===== src/sclk_regs.svh =====
// Register offsets, field positions, reset values and timing counts of the timing core
`ifndef SCLK_REGS_SVH
`define SCLK_REGS_SVH

// Register byte offsets (one aligned 32-bit word each)
`define SCLK_ADR_CTRL 8'h00
`define SCLK_ADR_SYNC_HALF 8'h04
`define SCLK_ADR_DEAD 8'h08
`define SCLK_ADR_BLANK 8'h0c
`define SCLK_ADR_STATUS 8'h10

// Control register fields
`define SCLK_CTRL_RT_BIT 0
`define SCLK_CTRL_DCL_LO 1
`define SCLK_CTRL_DCL_HI 2
`define SCLK_CTRL_SR_BIT 3

// Dead-time register fields (settings in kilohms)
`define SCLK_DEAD_PS_LO 0
`define SCLK_DEAD_PS_HI 8
`define SCLK_DEAD_SP_LO 16
`define SCLK_DEAD_SP_HI 24

// Reset values
`define SCLK_CTRL_RST 4'h5
`define SCLK_SYNC_HALF_RST 10'h0fa
`define SCLK_DEAD_RST 9'h000
`define SCLK_BLANK_RST 9'h00a

// Clock rate and printed times
`define SCLK_CLK_KHZ 200000
`define SCLK_CLK_PS 5000
`define SCLK_FSW_MIN_KHZ 100
`define SCLK_FSW_MAX_KHZ 2000
`define SCLK_MIN_DEAD_NS 8
`define SCLK_LOGIC_DELAY_NS 10
`define SCLK_SYNC_LOSS_NS 10000

// Setting-to-delay mapping: kilohms = gain * ns - offset, in thousandths
`define SCLK_DT_GAIN_MILLI 1207
`define SCLK_DT_OFS_MILLI 8858
`define SCLK_LEB_GAIN_MILLI 1212
`define SCLK_LEB_OFS_MILLI 9484

// Derived cycle counts
`define SCLK_MIN_DEAD_CYC ((`SCLK_MIN_DEAD_NS * 1000 + `SCLK_CLK_PS - 1) / `SCLK_CLK_PS)
`define SCLK_LOGIC_DELAY_CYC ((`SCLK_LOGIC_DELAY_NS * 1000 + `SCLK_CLK_PS - 1) / `SCLK_CLK_PS)
`define SCLK_SYNC_LOSS_CYC ((`SCLK_SYNC_LOSS_NS * 1000) / `SCLK_CLK_PS)
`define SCLK_HALF_MIN_CYC (`SCLK_CLK_KHZ / (4 * `SCLK_FSW_MAX_KHZ))
`define SCLK_HALF_MAX_CYC (`SCLK_CLK_KHZ / (4 * `SCLK_FSW_MIN_KHZ))

`endif


===== src/sclk_pkg.sv =====
// Types shared by the switching clock and gate timing core
package sclk_pkg;

  // Duty-limit selection: tied low, open, tied high
  typedef enum logic [1:0] {
    DUTY_50 = 2'b00,
    DUTY_75 = 2'b01,
    DUTY_100 = 2'b10
  } sclk_duty_e;

  // Per-channel drive sequence
  typedef enum logic [2:0] {
    CH_IDLE = 3'b000,
    CH_SP_WAIT = 3'b001,
    CH_ON = 3'b010,
    CH_PS_WAIT = 3'b011,
    CH_RECT = 3'b100
  } sclk_ch_e;

  typedef struct packed {
    sclk_ch_e st;
    logic [7:0] cnt;
    logic pri;
    logic rect;
  } sclk_chan_s;

  typedef struct packed {
    logic ack;
    logic [31:0] dat;
    logic [3:0] ctrl;
    logic [9:0] sync_half;
    logic [8:0] ps_set;
    logic [8:0] sp_set;
    logic [8:0] blank_set;
    logic s1;
    logic s2;
    logic s3;
    logic c1;
    logic c2;
    logic [11:0] loss_cnt;
    logic present;
    logic [9:0] half_cnt;
    logic sync_out;
    logic [1:0] q;
    sclk_chan_s [1:0] ch;
  } sclk_state_s;

endpackage


===== src/sclk_timing_core.sv =====
// Switching clock selection and primary/rectifier gate timing with a Wishbone register slave
// Operation
// Three clock modes: internal oscillator, external sync, primary-secondary via sync pin.
// Internal oscillator frequency is configurable between 100 kHz and 2 MHz.
// Without frequency resistor no internal switching; primaries wait for sync clock.
// Internal mode drives sync pin at twice the switching frequency.
// Sync output clock is phase aligned with the switching cycle.
// External source supplies twice-frequency clock, 200 kHz-4 MHz, 40-60% duty.
// External source should preferably use a 50% duty clock.
// External sync clock is inverted internally before use.
// Switching frequency in external mode is half the sync clock frequency.
// Secondary switches 90 or 270 degrees from primary, per synchronisation instant.
// Second primary output is active only with 50% duty limit.
// Second rectifier output is active only with 50% duty limit.
// Rectifier outputs stay off until soft-start level exceeds 1 V.
// Primary off, then programmable dead time, then rectifier on.
// Rectifier off, then separate programmable dead time, then primary on.
// Unconfigured dead time uses the 8 ns minimum.
// Dead-time setting in kilohms equals 1.207 times ns minus 8.858.
// Dead times apply only after soft start, when rectifiers are enabled.
// Current sense is ignored for a blanking interval after primary rises.
// Blanking setting in kilohms equals 1.212 times ns minus 9.484.
// Minimum primary on-time is blanking interval plus fixed logic delay.
// Primary turns on with switching clock, off when current trip asserts.
// Duty limit is three-valued: 100%, 75% or 50%.
// Dead and blanking times are whole timing-clock cycles, rounded up.
`include "sclk_regs.svh"
`timescale 1ns/100ps
`default_nettype none

module sclk_timing_core
  import sclk_pkg::*;
(
  input wire logic MCLK,
  input wire logic ARST_N,
  input wire logic WB_CYC_I,
  input wire logic WB_STB_I,
  input wire logic WB_WE_I,
  input wire logic [7:0] WB_ADR_I,
  input wire logic [3:0] WB_SEL_I,
  input wire logic [31:0] WB_DAT_I,
  output logic [31:0] WB_DAT_O,
  output logic WB_ACK_O,
  input wire logic SYNC_I,
  output logic SYNC_O,
  output logic SYNC_OE,
  input wire logic CS_TRIP_I,
  output logic PRIMARY_DRIVE_A,
  output logic PRIMARY_DRIVE_B,
  output logic RECT_DRIVE_A,
  output logic RECT_DRIVE_B
);

  // Byte-lane merge of a write into a stored word
  function automatic logic [31:0] sel_merge(input logic [31:0] old, input logic [31:0] wd,
                                            input logic [3:0] sel);
    logic [31:0] r;
    r = old;
    for (int b = 0; b < 4; b++) begin
      if (sel[b]) begin
        r[b*8 +: 8] = wd[b*8 +: 8];
      end
    end
    return r;
  endfunction

  // Kilohm setting to whole clock cycles, rounded up; never below one cycle
  function automatic logic [7:0] set_to_cyc(input logic [8:0] kohm, input int ofs_milli,
                                            input int gain_milli);
    int num;
    int den;
    int cyc;
    num = int'(kohm) * 1000 + ofs_milli;
    den = (gain_milli * `SCLK_CLK_PS) / 1000;
    cyc = (num + den - 1) / den;
    if (cyc < 1) begin
      cyc = 1;
    end
    return cyc[7:0];
  endfunction

  sclk_state_s s_r;
  sclk_state_s s_nxt;

  // Derived controls, recomputed from the registers every cycle
  logic rt_present;
  logic sr_en;
  sclk_duty_e duty;
  logic [7:0] ps_cyc;
  logic [7:0] sp_cyc;
  logic [7:0] min_on_cyc;
  logic [9:0] half_lim;

  always_comb begin
    rt_present = s_r.ctrl[`SCLK_CTRL_RT_BIT];
    sr_en = s_r.ctrl[`SCLK_CTRL_SR_BIT];
    case (s_r.ctrl[`SCLK_CTRL_DCL_HI:`SCLK_CTRL_DCL_LO])
      2'b00: duty = DUTY_50;
      2'b01: duty = DUTY_75;
      default: duty = DUTY_100;
    endcase
    // Zero setting means an open pin: fall back to the minimum dead time
    if (s_r.ps_set == 9'h000) begin
      ps_cyc = 8'(`SCLK_MIN_DEAD_CYC);
    end else begin
      ps_cyc = set_to_cyc(s_r.ps_set, `SCLK_DT_OFS_MILLI, `SCLK_DT_GAIN_MILLI);
    end
    if (s_r.sp_set == 9'h000) begin
      sp_cyc = 8'(`SCLK_MIN_DEAD_CYC);
    end else begin
      sp_cyc = set_to_cyc(s_r.sp_set, `SCLK_DT_OFS_MILLI, `SCLK_DT_GAIN_MILLI);
    end
    // Blanking plus logic delay forms the shortest pulse
    min_on_cyc = set_to_cyc(s_r.blank_set, `SCLK_LEB_OFS_MILLI, `SCLK_LEB_GAIN_MILLI)
                 + 8'(`SCLK_LOGIC_DELAY_CYC);
    // Clamp the half period so the switching rate stays within its range
    if (s_r.sync_half < 10'(`SCLK_HALF_MIN_CYC)) begin
      half_lim = 10'(`SCLK_HALF_MIN_CYC);
    end else if (s_r.sync_half > 10'(`SCLK_HALF_MAX_CYC)) begin
      half_lim = 10'(`SCLK_HALF_MAX_CYC);
    end else begin
      half_lim = s_r.sync_half;
    end
  end

  // Next-state logic for the whole block
  always_comb begin
    logic req;
    logic sync_rise;
    logic sync_fall;
    logic tick;
    logic clk_ok;
    logic [1:0] q_new;
    logic en;
    logic start;
    logic max_end;
    logic trip;
    logic [31:0] wr;
    s_nxt = s_r;
    req = WB_CYC_I && WB_STB_I && !s_r.ack;
    tick = 1'b0;
    clk_ok = 1'b0;
    q_new = s_r.q;
    en = 1'b0;
    start = 1'b0;
    max_end = 1'b0;
    wr = 32'h0000_0000;
    sync_rise = 1'b0;
    sync_fall = 1'b0;
    trip = 1'b0;

    // Bus slave: ack one cycle after the request, dropped the next cycle
    s_nxt.ack = req;
    if (req && WB_WE_I) begin
      case (WB_ADR_I)
        `SCLK_ADR_CTRL: begin
          wr = sel_merge({28'h0000000, s_r.ctrl}, WB_DAT_I, WB_SEL_I);
          s_nxt.ctrl = wr[3:0];
        end
        `SCLK_ADR_SYNC_HALF: begin
          wr = sel_merge({22'h000000, s_r.sync_half}, WB_DAT_I, WB_SEL_I);
          s_nxt.sync_half = wr[9:0];
        end
        `SCLK_ADR_DEAD: begin
          wr = sel_merge({7'h00, s_r.sp_set, 7'h00, s_r.ps_set}, WB_DAT_I, WB_SEL_I);
          s_nxt.ps_set = wr[`SCLK_DEAD_PS_HI:`SCLK_DEAD_PS_LO];
          s_nxt.sp_set = wr[`SCLK_DEAD_SP_HI:`SCLK_DEAD_SP_LO];
        end
        `SCLK_ADR_BLANK: begin
          wr = sel_merge({23'h000000, s_r.blank_set}, WB_DAT_I, WB_SEL_I);
          s_nxt.blank_set = wr[8:0];
        end
        default: begin
          wr = 32'h0000_0000; // Status and unmapped writes are ignored
        end
      endcase
    end
    // Read data is latched with the ack; unmapped offsets read zero
    if (req) begin
      case (WB_ADR_I)
        `SCLK_ADR_CTRL: s_nxt.dat = {28'h0000000, s_r.ctrl};
        `SCLK_ADR_SYNC_HALF: s_nxt.dat = {22'h000000, s_r.sync_half};
        `SCLK_ADR_DEAD: s_nxt.dat = {7'h00, s_r.sp_set, 7'h00, s_r.ps_set};
        `SCLK_ADR_BLANK: s_nxt.dat = {23'h000000, s_r.blank_set};
        `SCLK_ADR_STATUS: s_nxt.dat = {16'h0000, 1'b0, s_r.ch[1].st, 1'b0, s_r.ch[0].st,
                                       s_r.ch[1].rect, s_r.ch[0].rect, s_r.ch[1].pri,
                                       s_r.ch[0].pri, s_r.q, s_r.present, !rt_present};
        default: s_nxt.dat = 32'h0000_0000;
      endcase
    end else begin
      s_nxt.dat = 32'h0000_0000;
    end

    // Two-flop synchronisers; the third flop only serves edge detection
    s_nxt.s1 = SYNC_I;
    s_nxt.s2 = s_r.s1;
    s_nxt.s3 = s_r.s2;
    s_nxt.c1 = CS_TRIP_I;
    s_nxt.c2 = s_r.c1;
    sync_rise = s_r.s2 && !s_r.s3;
    sync_fall = !s_r.s2 && s_r.s3;
    trip = s_r.c2;

    // Clock source selection by resistor presence and sync pin use
    if (rt_present) begin
      // Internal oscillator: sync pin is an output toggling every half period
      clk_ok = 1'b1;
      s_nxt.present = 1'b0;
      s_nxt.loss_cnt = 12'h000;
      if (s_r.half_cnt >= half_lim - 10'h001) begin
        s_nxt.half_cnt = 10'h000;
        s_nxt.sync_out = !s_r.sync_out;
        tick = 1'b1;
        q_new = s_r.q + 2'h1; // Rising sync edge lands on q0 or q2
      end else begin
        s_nxt.half_cnt = s_r.half_cnt + 10'h001;
      end
    end else begin
      // External or secondary: sync pin is an input, no internal switching
      s_nxt.half_cnt = 10'h000;
      s_nxt.sync_out = 1'b0;
      if (sync_rise || sync_fall) begin
        s_nxt.loss_cnt = 12'h000;
        s_nxt.present = 1'b1;
      end else if (s_r.loss_cnt >= 12'(`SCLK_SYNC_LOSS_CYC)) begin
        s_nxt.present = 1'b0; // Clock gone: stop switching
      end else begin
        s_nxt.loss_cnt = s_r.loss_cnt + 12'h001;
      end
      clk_ok = s_r.present;
      // Inverted clock: a falling sync edge is a rising internal edge
      if (sync_fall) begin
        tick = 1'b1;
        q_new = (s_r.q == 2'h1) ? 2'h2 : 2'h0;
      end else if (sync_rise) begin
        tick = 1'b1;
        q_new = s_r.q + 2'h1; // Four edges per switching cycle
      end
    end
    s_nxt.q = q_new;

    // Channel sequencing: channel 0 drives the A pair, channel 1 the B pair
    for (int i = 0; i < 2; i++) begin
      if (i == 0) begin
        en = clk_ok;
        start = tick && (q_new == 2'h0);
        case (duty)
          DUTY_50: max_end = tick && (q_new == 2'h2);
          DUTY_75: max_end = tick && (q_new == 2'h3);
          default: max_end = 1'b0;
        endcase
      end else begin
        en = clk_ok && (duty == DUTY_50);
        start = tick && (q_new == 2'h2);
        max_end = tick && (q_new == 2'h0);
      end
      if (!en) begin
        s_nxt.ch[i].st = CH_IDLE;
        s_nxt.ch[i].cnt = 8'h00;
        s_nxt.ch[i].pri = 1'b0;
        s_nxt.ch[i].rect = 1'b0;
      end else begin
        case (s_r.ch[i].st)
          CH_IDLE, CH_PS_WAIT: begin
            if (start) begin
              // Rectifier already off: primary may rise at once
              s_nxt.ch[i].st = CH_ON;
              s_nxt.ch[i].pri = 1'b1;
              s_nxt.ch[i].cnt = min_on_cyc;
            end else if (s_r.ch[i].st == CH_PS_WAIT) begin
              if (!sr_en) begin
                s_nxt.ch[i].st = CH_IDLE;
              end else if (s_r.ch[i].cnt <= 8'h01) begin
                s_nxt.ch[i].st = CH_RECT;
                s_nxt.ch[i].rect = 1'b1;
              end else begin
                s_nxt.ch[i].cnt = s_r.ch[i].cnt - 8'h01;
              end
            end
          end
          CH_SP_WAIT: begin
            if (s_r.ch[i].cnt <= 8'h01) begin
              s_nxt.ch[i].st = CH_ON;
              s_nxt.ch[i].pri = 1'b1;
              s_nxt.ch[i].cnt = min_on_cyc;
            end else begin
              s_nxt.ch[i].cnt = s_r.ch[i].cnt - 8'h01;
            end
          end
          CH_ON: begin
            // Duty limit ends the pulse first; trip counts only after blanking
            if (max_end || (s_r.ch[i].cnt == 8'h00 && trip)) begin
              s_nxt.ch[i].pri = 1'b0;
              if (sr_en) begin
                s_nxt.ch[i].st = CH_PS_WAIT;
                s_nxt.ch[i].cnt = ps_cyc;
              end else begin
                s_nxt.ch[i].st = CH_IDLE;
              end
            end else if (start) begin
              s_nxt.ch[i].cnt = min_on_cyc; // Full duty: new cycle re-blanks
            end else if (s_r.ch[i].cnt != 8'h00) begin
              s_nxt.ch[i].cnt = s_r.ch[i].cnt - 8'h01;
            end
          end
          CH_RECT: begin
            if (start) begin
              s_nxt.ch[i].rect = 1'b0;
              s_nxt.ch[i].st = CH_SP_WAIT;
              s_nxt.ch[i].cnt = sp_cyc;
            end else if (!sr_en) begin
              s_nxt.ch[i].rect = 1'b0;
              s_nxt.ch[i].st = CH_IDLE;
            end
          end
          default: begin
            s_nxt.ch[i].st = CH_IDLE;
            s_nxt.ch[i].pri = 1'b0;
            s_nxt.ch[i].rect = 1'b0;
          end
        endcase
      end
      // Rectifiers never drive during soft start
      if (!sr_en) begin
        s_nxt.ch[i].rect = 1'b0;
      end
    end
  end

  // State register; reset values are constants only
  always_ff @(posedge MCLK or negedge ARST_N) begin
    if (!ARST_N) begin
      s_r.ack <= 1'b0;
      s_r.dat <= 32'h0000_0000;
      s_r.ctrl <= `SCLK_CTRL_RST;
      s_r.sync_half <= `SCLK_SYNC_HALF_RST;
      s_r.ps_set <= `SCLK_DEAD_RST;
      s_r.sp_set <= `SCLK_DEAD_RST;
      s_r.blank_set <= `SCLK_BLANK_RST;
      s_r.s1 <= 1'b0;
      s_r.s2 <= 1'b0;
      s_r.s3 <= 1'b0;
      s_r.c1 <= 1'b0;
      s_r.c2 <= 1'b0;
      s_r.loss_cnt <= 12'h000;
      s_r.present <= 1'b0;
      s_r.half_cnt <= 10'h000;
      s_r.sync_out <= 1'b0;
      s_r.q <= 2'h3; // First internal-mode reference edge starts phase A
      for (int i = 0; i < 2; i++) begin
        s_r.ch[i].st <= CH_IDLE;
        s_r.ch[i].cnt <= 8'h00;
        s_r.ch[i].pri <= 1'b0;
        s_r.ch[i].rect <= 1'b0;
      end
    end else begin
      s_r <= s_nxt;
    end
  end

  // Outputs straight from flip-flops
  always_comb begin
    WB_ACK_O = s_r.ack;
    WB_DAT_O = s_r.dat;
    SYNC_O = s_r.sync_out;
    SYNC_OE = rt_present && s_r.ctrl[`SCLK_CTRL_RT_BIT];
    PRIMARY_DRIVE_A = s_r.ch[0].pri;
    PRIMARY_DRIVE_B = s_r.ch[1].pri;
    RECT_DRIVE_A = s_r.ch[0].rect;
    RECT_DRIVE_B = s_r.ch[1].rect;
  end

endmodule

`default_nettype wire


===== config.mk =====
export PLATFORM = sky130hd
export DESIGN_NAME = sclk_timing_core
export DESIGN_NICKNAME = d
export VERILOG_FILES = /design/src/sclk_pkg.sv /design/src/sclk_timing_core.sv
export VERILOG_INCLUDE_DIRS = /design/src /design/src/src
export SDC_FILE = /design/constraint.sdc
export NUM_CORES = 1
export LEC_CHECK = 0
export BUFFER_PORTS_ARGS = -buffer_cell sky130_fd_sc_hd__buf_2
export CAP_MARGIN = 20
export CORE_ASPECT_RATIO = 2
export CORE_UTILIZATION = 45
export DETAILED_ROUTE_END_ITERATION = 10
export SLEW_MARGIN = 20
export SYNTH_ARGS = -nofsm -noshare
export SYNTH_HDL_FRONTEND = slang
export SYNTH_SLANG_ARGS = --single-unit

===== constraint.sdc =====
create_clock -name MCLK -period 18.2 [get_ports MCLK]
set_input_delay 4.55 -clock MCLK [delete_from_list [all_inputs] [get_ports MCLK]]
set_output_delay 4.55 -clock MCLK [all_outputs]
set_load 0.03 [all_outputs]

==> results of run 1 <==
## worst paths after layout
| kind | startpoint | depth (start not counted) | slack [ns] | end |
|---|---|---|---|---|
| worst max-delay path | s_r[66] | 45 | 1.49 | s_r[2] |
| worst min register to register | s_nxt[52] | 0 | 0.35 | s_r[52] |
| worst min-delay path | s_nxt[52] | 0 | 0.35 | s_r[52] |
| max in group asynchronous | ARST_N | 2 | 12.77 | PRIMARY_DRIVE_A |
| min in group asynchronous | ARST_N | 1 | 4.06 | WB_DAT_O[6] |
| worst max register to register | s_r[66] | 45 | 1.49 | s_r[2] |
## layer usage
layer	share of wire [%]	track usage [%]	wire, um	vias to the layer above
li1	-	-	-	12100
met1	34	27.1	28500	12300
met4	6.8	19.8	5670	4
met5	0.028	0	23	-
met2	56	58.8	46600	816
met3	3.2	2.79	2710	298
## layout make-up
| cell class | count | area share, % |
|---|---|---|
| multi-input cells | 2808 | 77.9 |
| flip-flops and latches | 122 | 11.7 |
| well taps | 676 | 3.24 |
| inverters | 179 | 2.57 |
| repair buffers | 92 | 2.03 |
| clock buffers | 22 | 1.78 |
| clock inverters | 10 | 0.728 |
## cell usage after synthesis, types with 14 or more instances
library cell and count:
nor2_1 315, nand2_1 272, a21oi_1 192, inv_1 176
ha_1 164, o21ai_0 149, xnor2_1 149, nand3_1 116
dfrtp_1 110, nor3_1 106, clkbuf_1 85, fa_1 77
a31oi_1 65, xor2_1 62, o211ai_1 61, a211oi_1 54
mux2_2 50, and3_1 49, mux2i_1 49, and2_1 47
or3_1 45, nand2b_1 40, a21o_1 38, buf_4 37
nand4_1 37, o31ai_1 32, nor4_1 31, o22ai_1 31
o21a_1 25, o21ai_1 25, nor2b_1 23, or2_2 22
a211o_1 21, o221ai_1 20, buf_2 18, a221oi_1 17
a22oi_1 16, o2111ai_1 16, a21boi_0 14, a311oi_1 14
o211a_1 14
## cell usage in the layout (no fill, tap or decap), types with 25 or more instances in the layout
| cell type | n |
|---|---|
| o211ai_1 | 61 |
| inv_1 | 176 |
| xor2_1 | 62 |
| o21ai_1 | 25 |
| o21a_1 | 25 |
| a21o_1 | 38 |
| nand3_1 | 116 |
| o31ai_1 | 32 |
| a31oi_1 | 65 |
| o21ai_0 | 149 |
| and2_1 | 47 |
| nand2_1 | 272 |
| mux2i_1 | 49 |
| or3_1 | 45 |
| mux2_2 | 50 |
| nand2b_1 | 40 |
| a211oi_1 | 52 |
| dfrtp_1 | 110 |
| nand4_1 | 37 |
| nor3_1 | 105 |
| xnor2_1 | 149 |
| nor2_1 | 315 |
| and3_1 | 49 |
| buf_2 | 66 |
| a21oi_1 | 192 |
| o22ai_1 | 31 |
| fa_1 | 77 |
| ha_1 | 164 |
| buf_4 | 25 |
| nor4_1 | 31 |
## state kept, by name, summed over array words and instances, names as in the netlist
register and flops:
s_nxt 3, WB_ACK_O 1, PRIMARY_DRIVE_A 1, s_r 89, RECT_DRIVE_B 1, RECT_DRIVE_A 1, PRIMARY_DRIVE_B 1, SYNC_O 1
WB_DAT_O 23, SYNC_OE 1
## per-stage QoR
stage | worst slack [ns] | utilization (%) | hold slack, ns | cell area (um2) | std cells
finish | 1.49 | 48.1 | 0.348 | 26100 | 3909
global route | 0.657 | 48.1 | 0.370 | 26100 | 3909
CTS | 1.85 | 48.1 | 0.351 | 26100 | 3909
detailed placement | 1.91 | 46.9 | 0.338 | 25500 | 3877
global placement | 2.10 | 46.8 | 0.332 | 25500 | 3877
floorplan | 5.32 | - | 0.331 | 24800 | 3256
## worst max-delay path, delay by kind of cell (launching register included)
family | cells | cell delay [ns]
AOI/OAI and AO/OA | 21 | 7.70
xor gates and xnor gates | 1 | 0.59
adders and majority gates | 7 | 2.90
buffers and inverters | 3 | 0.27
DFF | 1 | 0.86
muxes | 3 | 1.48
and+or+nand+nor | 10 | 2.71
## kinds of logic after synthesis
logic type / Yosys count
adder cells (fa/ha/maj): 243
multiplexers: 101
AO/OA/AOI/OAI: 1035
buffers and inverters: 326
flip-flops: 122
other: 2
AND/OR/NAND/NOR: 1200
XOR/XNOR: 219
==> run summary, run 1 <==
CTS root buf = clkbuf_16
#FFs+latches synth = 122
Delay of the slowest critical-path stage = 0.86 ns
Pin count of the biggest net entering global routing = 69
Yosys cell types = 144
Synth Area in Compound Gates = 30.6%
Leading register cell type out of synthesis = dfrtp_1
Post-synth EDFFs = 0
Asr flop ratio synth = 100%
Layout Skew = 0.0117 ns
DR vias = 25,500
Synth warn = 0
Die Height = 334 um
CTS buffer count = 17
CP max FO = 17
Core Area = 0.0544 mm2
Total gr overflow = 0
Syn Inst Count = 3,248
Mean post-synth cell area = 7.63 um2
Minimum clock period = 16.71 ns
Layout Nets = 3,512
Die area = 0.0560 mm2
Iteration-0 DRC count of the detailed router = 1,454
Area of the multi-input gates = 0.0204 mm2
Vias in the first global route = 25,800
HP Class = reg -> reg
Post-Synth XOR/XNOR Area = 8.11%
Antenna violations before repair = 2
Mux cell area share after synthesis = 4.36%
Max-cap violations = 0
DP HPWL = 68,500 um
Area added between synthesis and finish = 5.49%
Synth top area share = 11.1%
Vias per Instance = 6.53
Filler cells = 5,478
Site row count = 121
Post-synthesis sequential area ratio = 12.4%
Final hold violations = 0
# hold bufs at CTS = 0
CP max-delay cell = dfrtp_1
Critical Path Sink Type = flip-flop
Max_slew headroom = 27.0%
Synth top area cells = dfrtp_1 (11%), ha_1 (8.3%), fa_1 (6.2%)
First-pass GRT wire length = 132,000 um
WS Path Type = reg -> reg
Simple-Gate Fraction of Synth Area = 24.3%
Setup repair bufs after CTS = 0
Worst EP required = 18.47 ns
Total wire length = 83,500 um
Syn Std Cell Area = 0.0248 mm2
Htree depth = 4
Clk sinks = 122
Largest family of logic cells by synthesized area = compound AO/OA/AOI/OAI gates
Setup TNS = 0 ns
Sequential Area = 0.00307 mm2
# resized after CTS = 0
Final period utilization = 91.8%
Layout cells sized above 1 = 10.5%
Worst-Skew Late Latency = 0.43 ns
Final setup viols = 0
Most numerous cell on the critical path = ha_1
RSZ-0062 raised after global routing = false
Detail Route Antenna Nets = 0
Adder and majority cell fraction of the synthesized area = 14.6%
Synth area leader = dfrtp_1
Ant diodes = 0
Total global routing track utilization = 29.2%
Clock Tree Buf Depth = 2
Crit start category = flip-flop
Worst-path clk slew = 0.06 ns
Starting Density = 45.6%
Drt wl/cell = 21.4 um
Final slew viol count = 0
1st-pass router iterations = 6
Worst-Margin Slew = 1.09 ns
Routability cong. = 0.923
I/O pin count = 90
CTS tree = built
Die Wd = 168 um
WP data arrival = 16.98 ns
Remaining DRCs = 0
Buffers on Ports = 67
Status = complete, no violations
Achievable frequency = 59.8 MHz
Power of run 1 is not shown: default switching activity piles up to over one toggle a cycle in this logic, so the estimate is an artifact.
==> run 2, diff against run 1 <==
--- a/config.mk
+++ b/config.mk
@@ -9,8 +9,9 @@
 export BUFFER_PORTS_ARGS = -buffer_cell sky130_fd_sc_hd__buf_2
 export CAP_MARGIN = 20
 export CORE_ASPECT_RATIO = 2
-export CORE_UTILIZATION = 45
+export CORE_UTILIZATION = 35
 export DETAILED_ROUTE_END_ITERATION = 10
+export HOLD_SLACK_MARGIN = 0.12
 export SLEW_MARGIN = 20
 export SYNTH_ARGS = -nofsm -noshare
 export SYNTH_HDL_FRONTEND = slang
==> constraint.sdc (replaced) <==
create_clock -name MCLK -period 14.3 [get_ports MCLK]
set_input_delay 3.575 -clock MCLK [delete_from_list [all_inputs] [get_ports MCLK]]
set_output_delay 3.575 -clock MCLK [all_outputs]
set_load 0.03 [all_outputs]
==> run summary, run 2 (synthesized netlist as in run 1, its figures left out) <==
Worst-Skew Late Latency = 0.44 ns (was 0.43 ns)
Layout cells sized above 1 = 16.3% (was 10.5%)
Total global routing track utilization = 24.1% (was 29.2%)
CP max FO = 8 (was 17)
Placed cell areas = 0.0272 mm2 (was 0.0255 mm2)
Ant diodes = 0 (unchanged)
DP HPWL = 72,400 um (was 68,500 um)
Reg2reg start = s_r[76] (was s_r[66])
DR vias = 26,300 (was 25,500)
Buffers on Ports = 67 (unchanged)
Htree depth = 4 (unchanged)
Final hold violations = 0 (unchanged)
RSZ-0062 raised after global routing = false (unchanged)
Vias in the first global route = 26,200 (was 25,800)
HP Class = reg -> reg (unchanged)
First-pass GRT wire length = 137,000 um (was 132,000 um)
Max-cap violations = 0 (unchanged)
Setup repair bufs after CTS = 0 (unchanged)
CP max-delay cell = fa_1 (was dfrtp_1)
Filler cells = 7,400 (was 5,478)
Detail Route Antenna Nets = 0 (unchanged)
Antenna violations before repair = 5 (was 2)
Core Area = 0.0699 mm2 (was 0.0544 mm2)
Final design utilization = 40.0% (was 48.1%)
Total gr overflow = 0 (unchanged)
Hold depth = 0 (unchanged)
Layout Skew = 0.0121 ns (was 0.0117 ns)
Clock Tree Buf Depth = 2 (unchanged)
Delay of the slowest critical-path stage = 0.56 ns (was 0.86 ns)
# hold bufs at CTS = 0 (unchanged)
Die Wd = 190 um (was 168 um)
1st-pass router iterations = 8 (was 6)
Most frequent cells in the layout = nor2_1 (314), nand2_1 (272), buf_4 (220) (was nor2_1 (315), nand2_1 (272), a21oi_1 (192))
Remaining DRCs = 0 (unchanged)
Worst-path clk slew = 0.07 ns (was 0.06 ns)
Critical Path Sink Type = flip-flop (unchanged)
CTS buffer count = 17 (unchanged)
R2R depth = 48 (was 45)
Layout Nets = 3,707 (was 3,512)
Drt wl/cell = 20.3 um (was 21.4 um)
Site row count = 137 (was 121)
I/O pin count = 90 (unchanged)
Max FFs per register = 89 (unchanged)
Setup TNS = 0 ns (unchanged)
Max_slew headroom = 24.0% (was 27.0%)
Starting Density = 35.4% (was 45.6%)
WHS Endpoint = s_nxt[54] (was s_r[52])
CTS root buf = clkbuf_16 (unchanged)
Commonest non-fill, non-tap cell in the layout = nor2_1 (unchanged)
Finished layout cell area = 0.0279 mm2 (was 0.0261 mm2)
Clk sinks = 122 (unchanged)
Final period utilization = 95.3% (was 91.8%)
Pin count of the biggest net entering global routing = 66 (was 69)
Final setup viols = 0 (unchanged)
Minimum clock period = 13.62 ns (was 16.71 ns)
Post-place setup slack = 0.639 ns (was 1.91 ns)
Routability cong. = 1.03 (was 0.923)
# resized after CTS = 0 (unchanged)
CTS tree = built (unchanged)
Final slew viol count = 0 (unchanged)
Source of the worst hold timing path = s_nxt[55] (was s_nxt[52])
Most flops, register = s_r (unchanged)
Iteration-0 DRC count of the detailed router = 1,549 (was 1,454)
WS Path Type = reg -> reg (unchanged)
Final setup margin = 0.676 ns (was 1.49 ns)
Crit start category = flip-flop (unchanged)
Worst EP required = 14.60 ns (was 18.47 ns)
RR Endpoint = s_r[2] (unchanged)
Achievable frequency = 73.4 MHz (was 59.8 MHz)
WP data arrival = 13.93 ns (was 16.98 ns)
Flop2flop setup slack = 0.68 ns (was 1.49 ns)
Most numerous cell on the critical path = inv_1 (was ha_1)
Die area = 0.0719 mm2 (was 0.0560 mm2)
Total wire length = 87,900 um (was 83,500 um)
Vias per Instance = 6.06 (was 6.53)
Worst-Margin Slew = 1.13 ns (was 1.09 ns)
Status = complete, no violations (unchanged)
Die Height = 378 um (was 334 um)
Area added between synthesis and finish = 12.8% (was 5.49%)
run 2: cell count changes in the layout (fill, tap and decap cells not counted), sizes merged:
cell	delta
clkinv	-1
inv	+7
buf	+195
clkinvlp	+2
clkbuf	-5
bufinv	-3
run 2: stage by stage:
step | cells | hold WS [ns]
after floorplan | 3256 | 0.331
after global placement | 4299 | 0.333
after detailed placement | 4299 | 0.340
after CTS | 4331 | 0.357
after global routing | 4331 | 0.358
final | 4331 | 0.356
run 2: worst max path at each step:
stage / depth (start not counted) / start / endpoint
floorplan: 49 / s_r[68] / s_r[2]
global placement: 48 / s_r[76] / s_r[2]
detailed placement: 47 / s_r[76] / s_r[2]
CTS: 45 / s_r[58] / s_r[2]
global route: 45 / s_r[69] / s_r[2]
finish: 48 / s_r[76] / s_r[2]
run 2: worst max-delay path, delay by kind of cell, from the launching register on:
kind	cells	cell delay (ns)
compound gates	23	5.89
mux	1	0.33
xor+xnor	2	0.34
flops	1	0.52
fa+ha+maj	7	3.19
simple gates	8	2.49
buf+inv	7	0.71
run 2: final cells by class:
class	instances	area [um2]	share of cell area (%)
clock inverters	15	175	0.627
clock buffers	17	425	1.52
multi-input cells	2808	20500	73.3
inverters	179	672	2.40
well taps	903	1130	4.04
flip-flops and latches	122	3070	11.0
repair buffers	287	1990	7.13
run 2: metal layers:
layer  global-route usage (%)  vias to the layer above  part of all wire (%)
met5                        0                        -                 0.039
met1                     20.4                    12600                    32
li1                         -                    12500                     -
met3                     3.08                      363                   3.6
met2                     48.7                      800                    56
met4                     19.3                        6                   8.6
Power of run 2 is left out for the same reason.
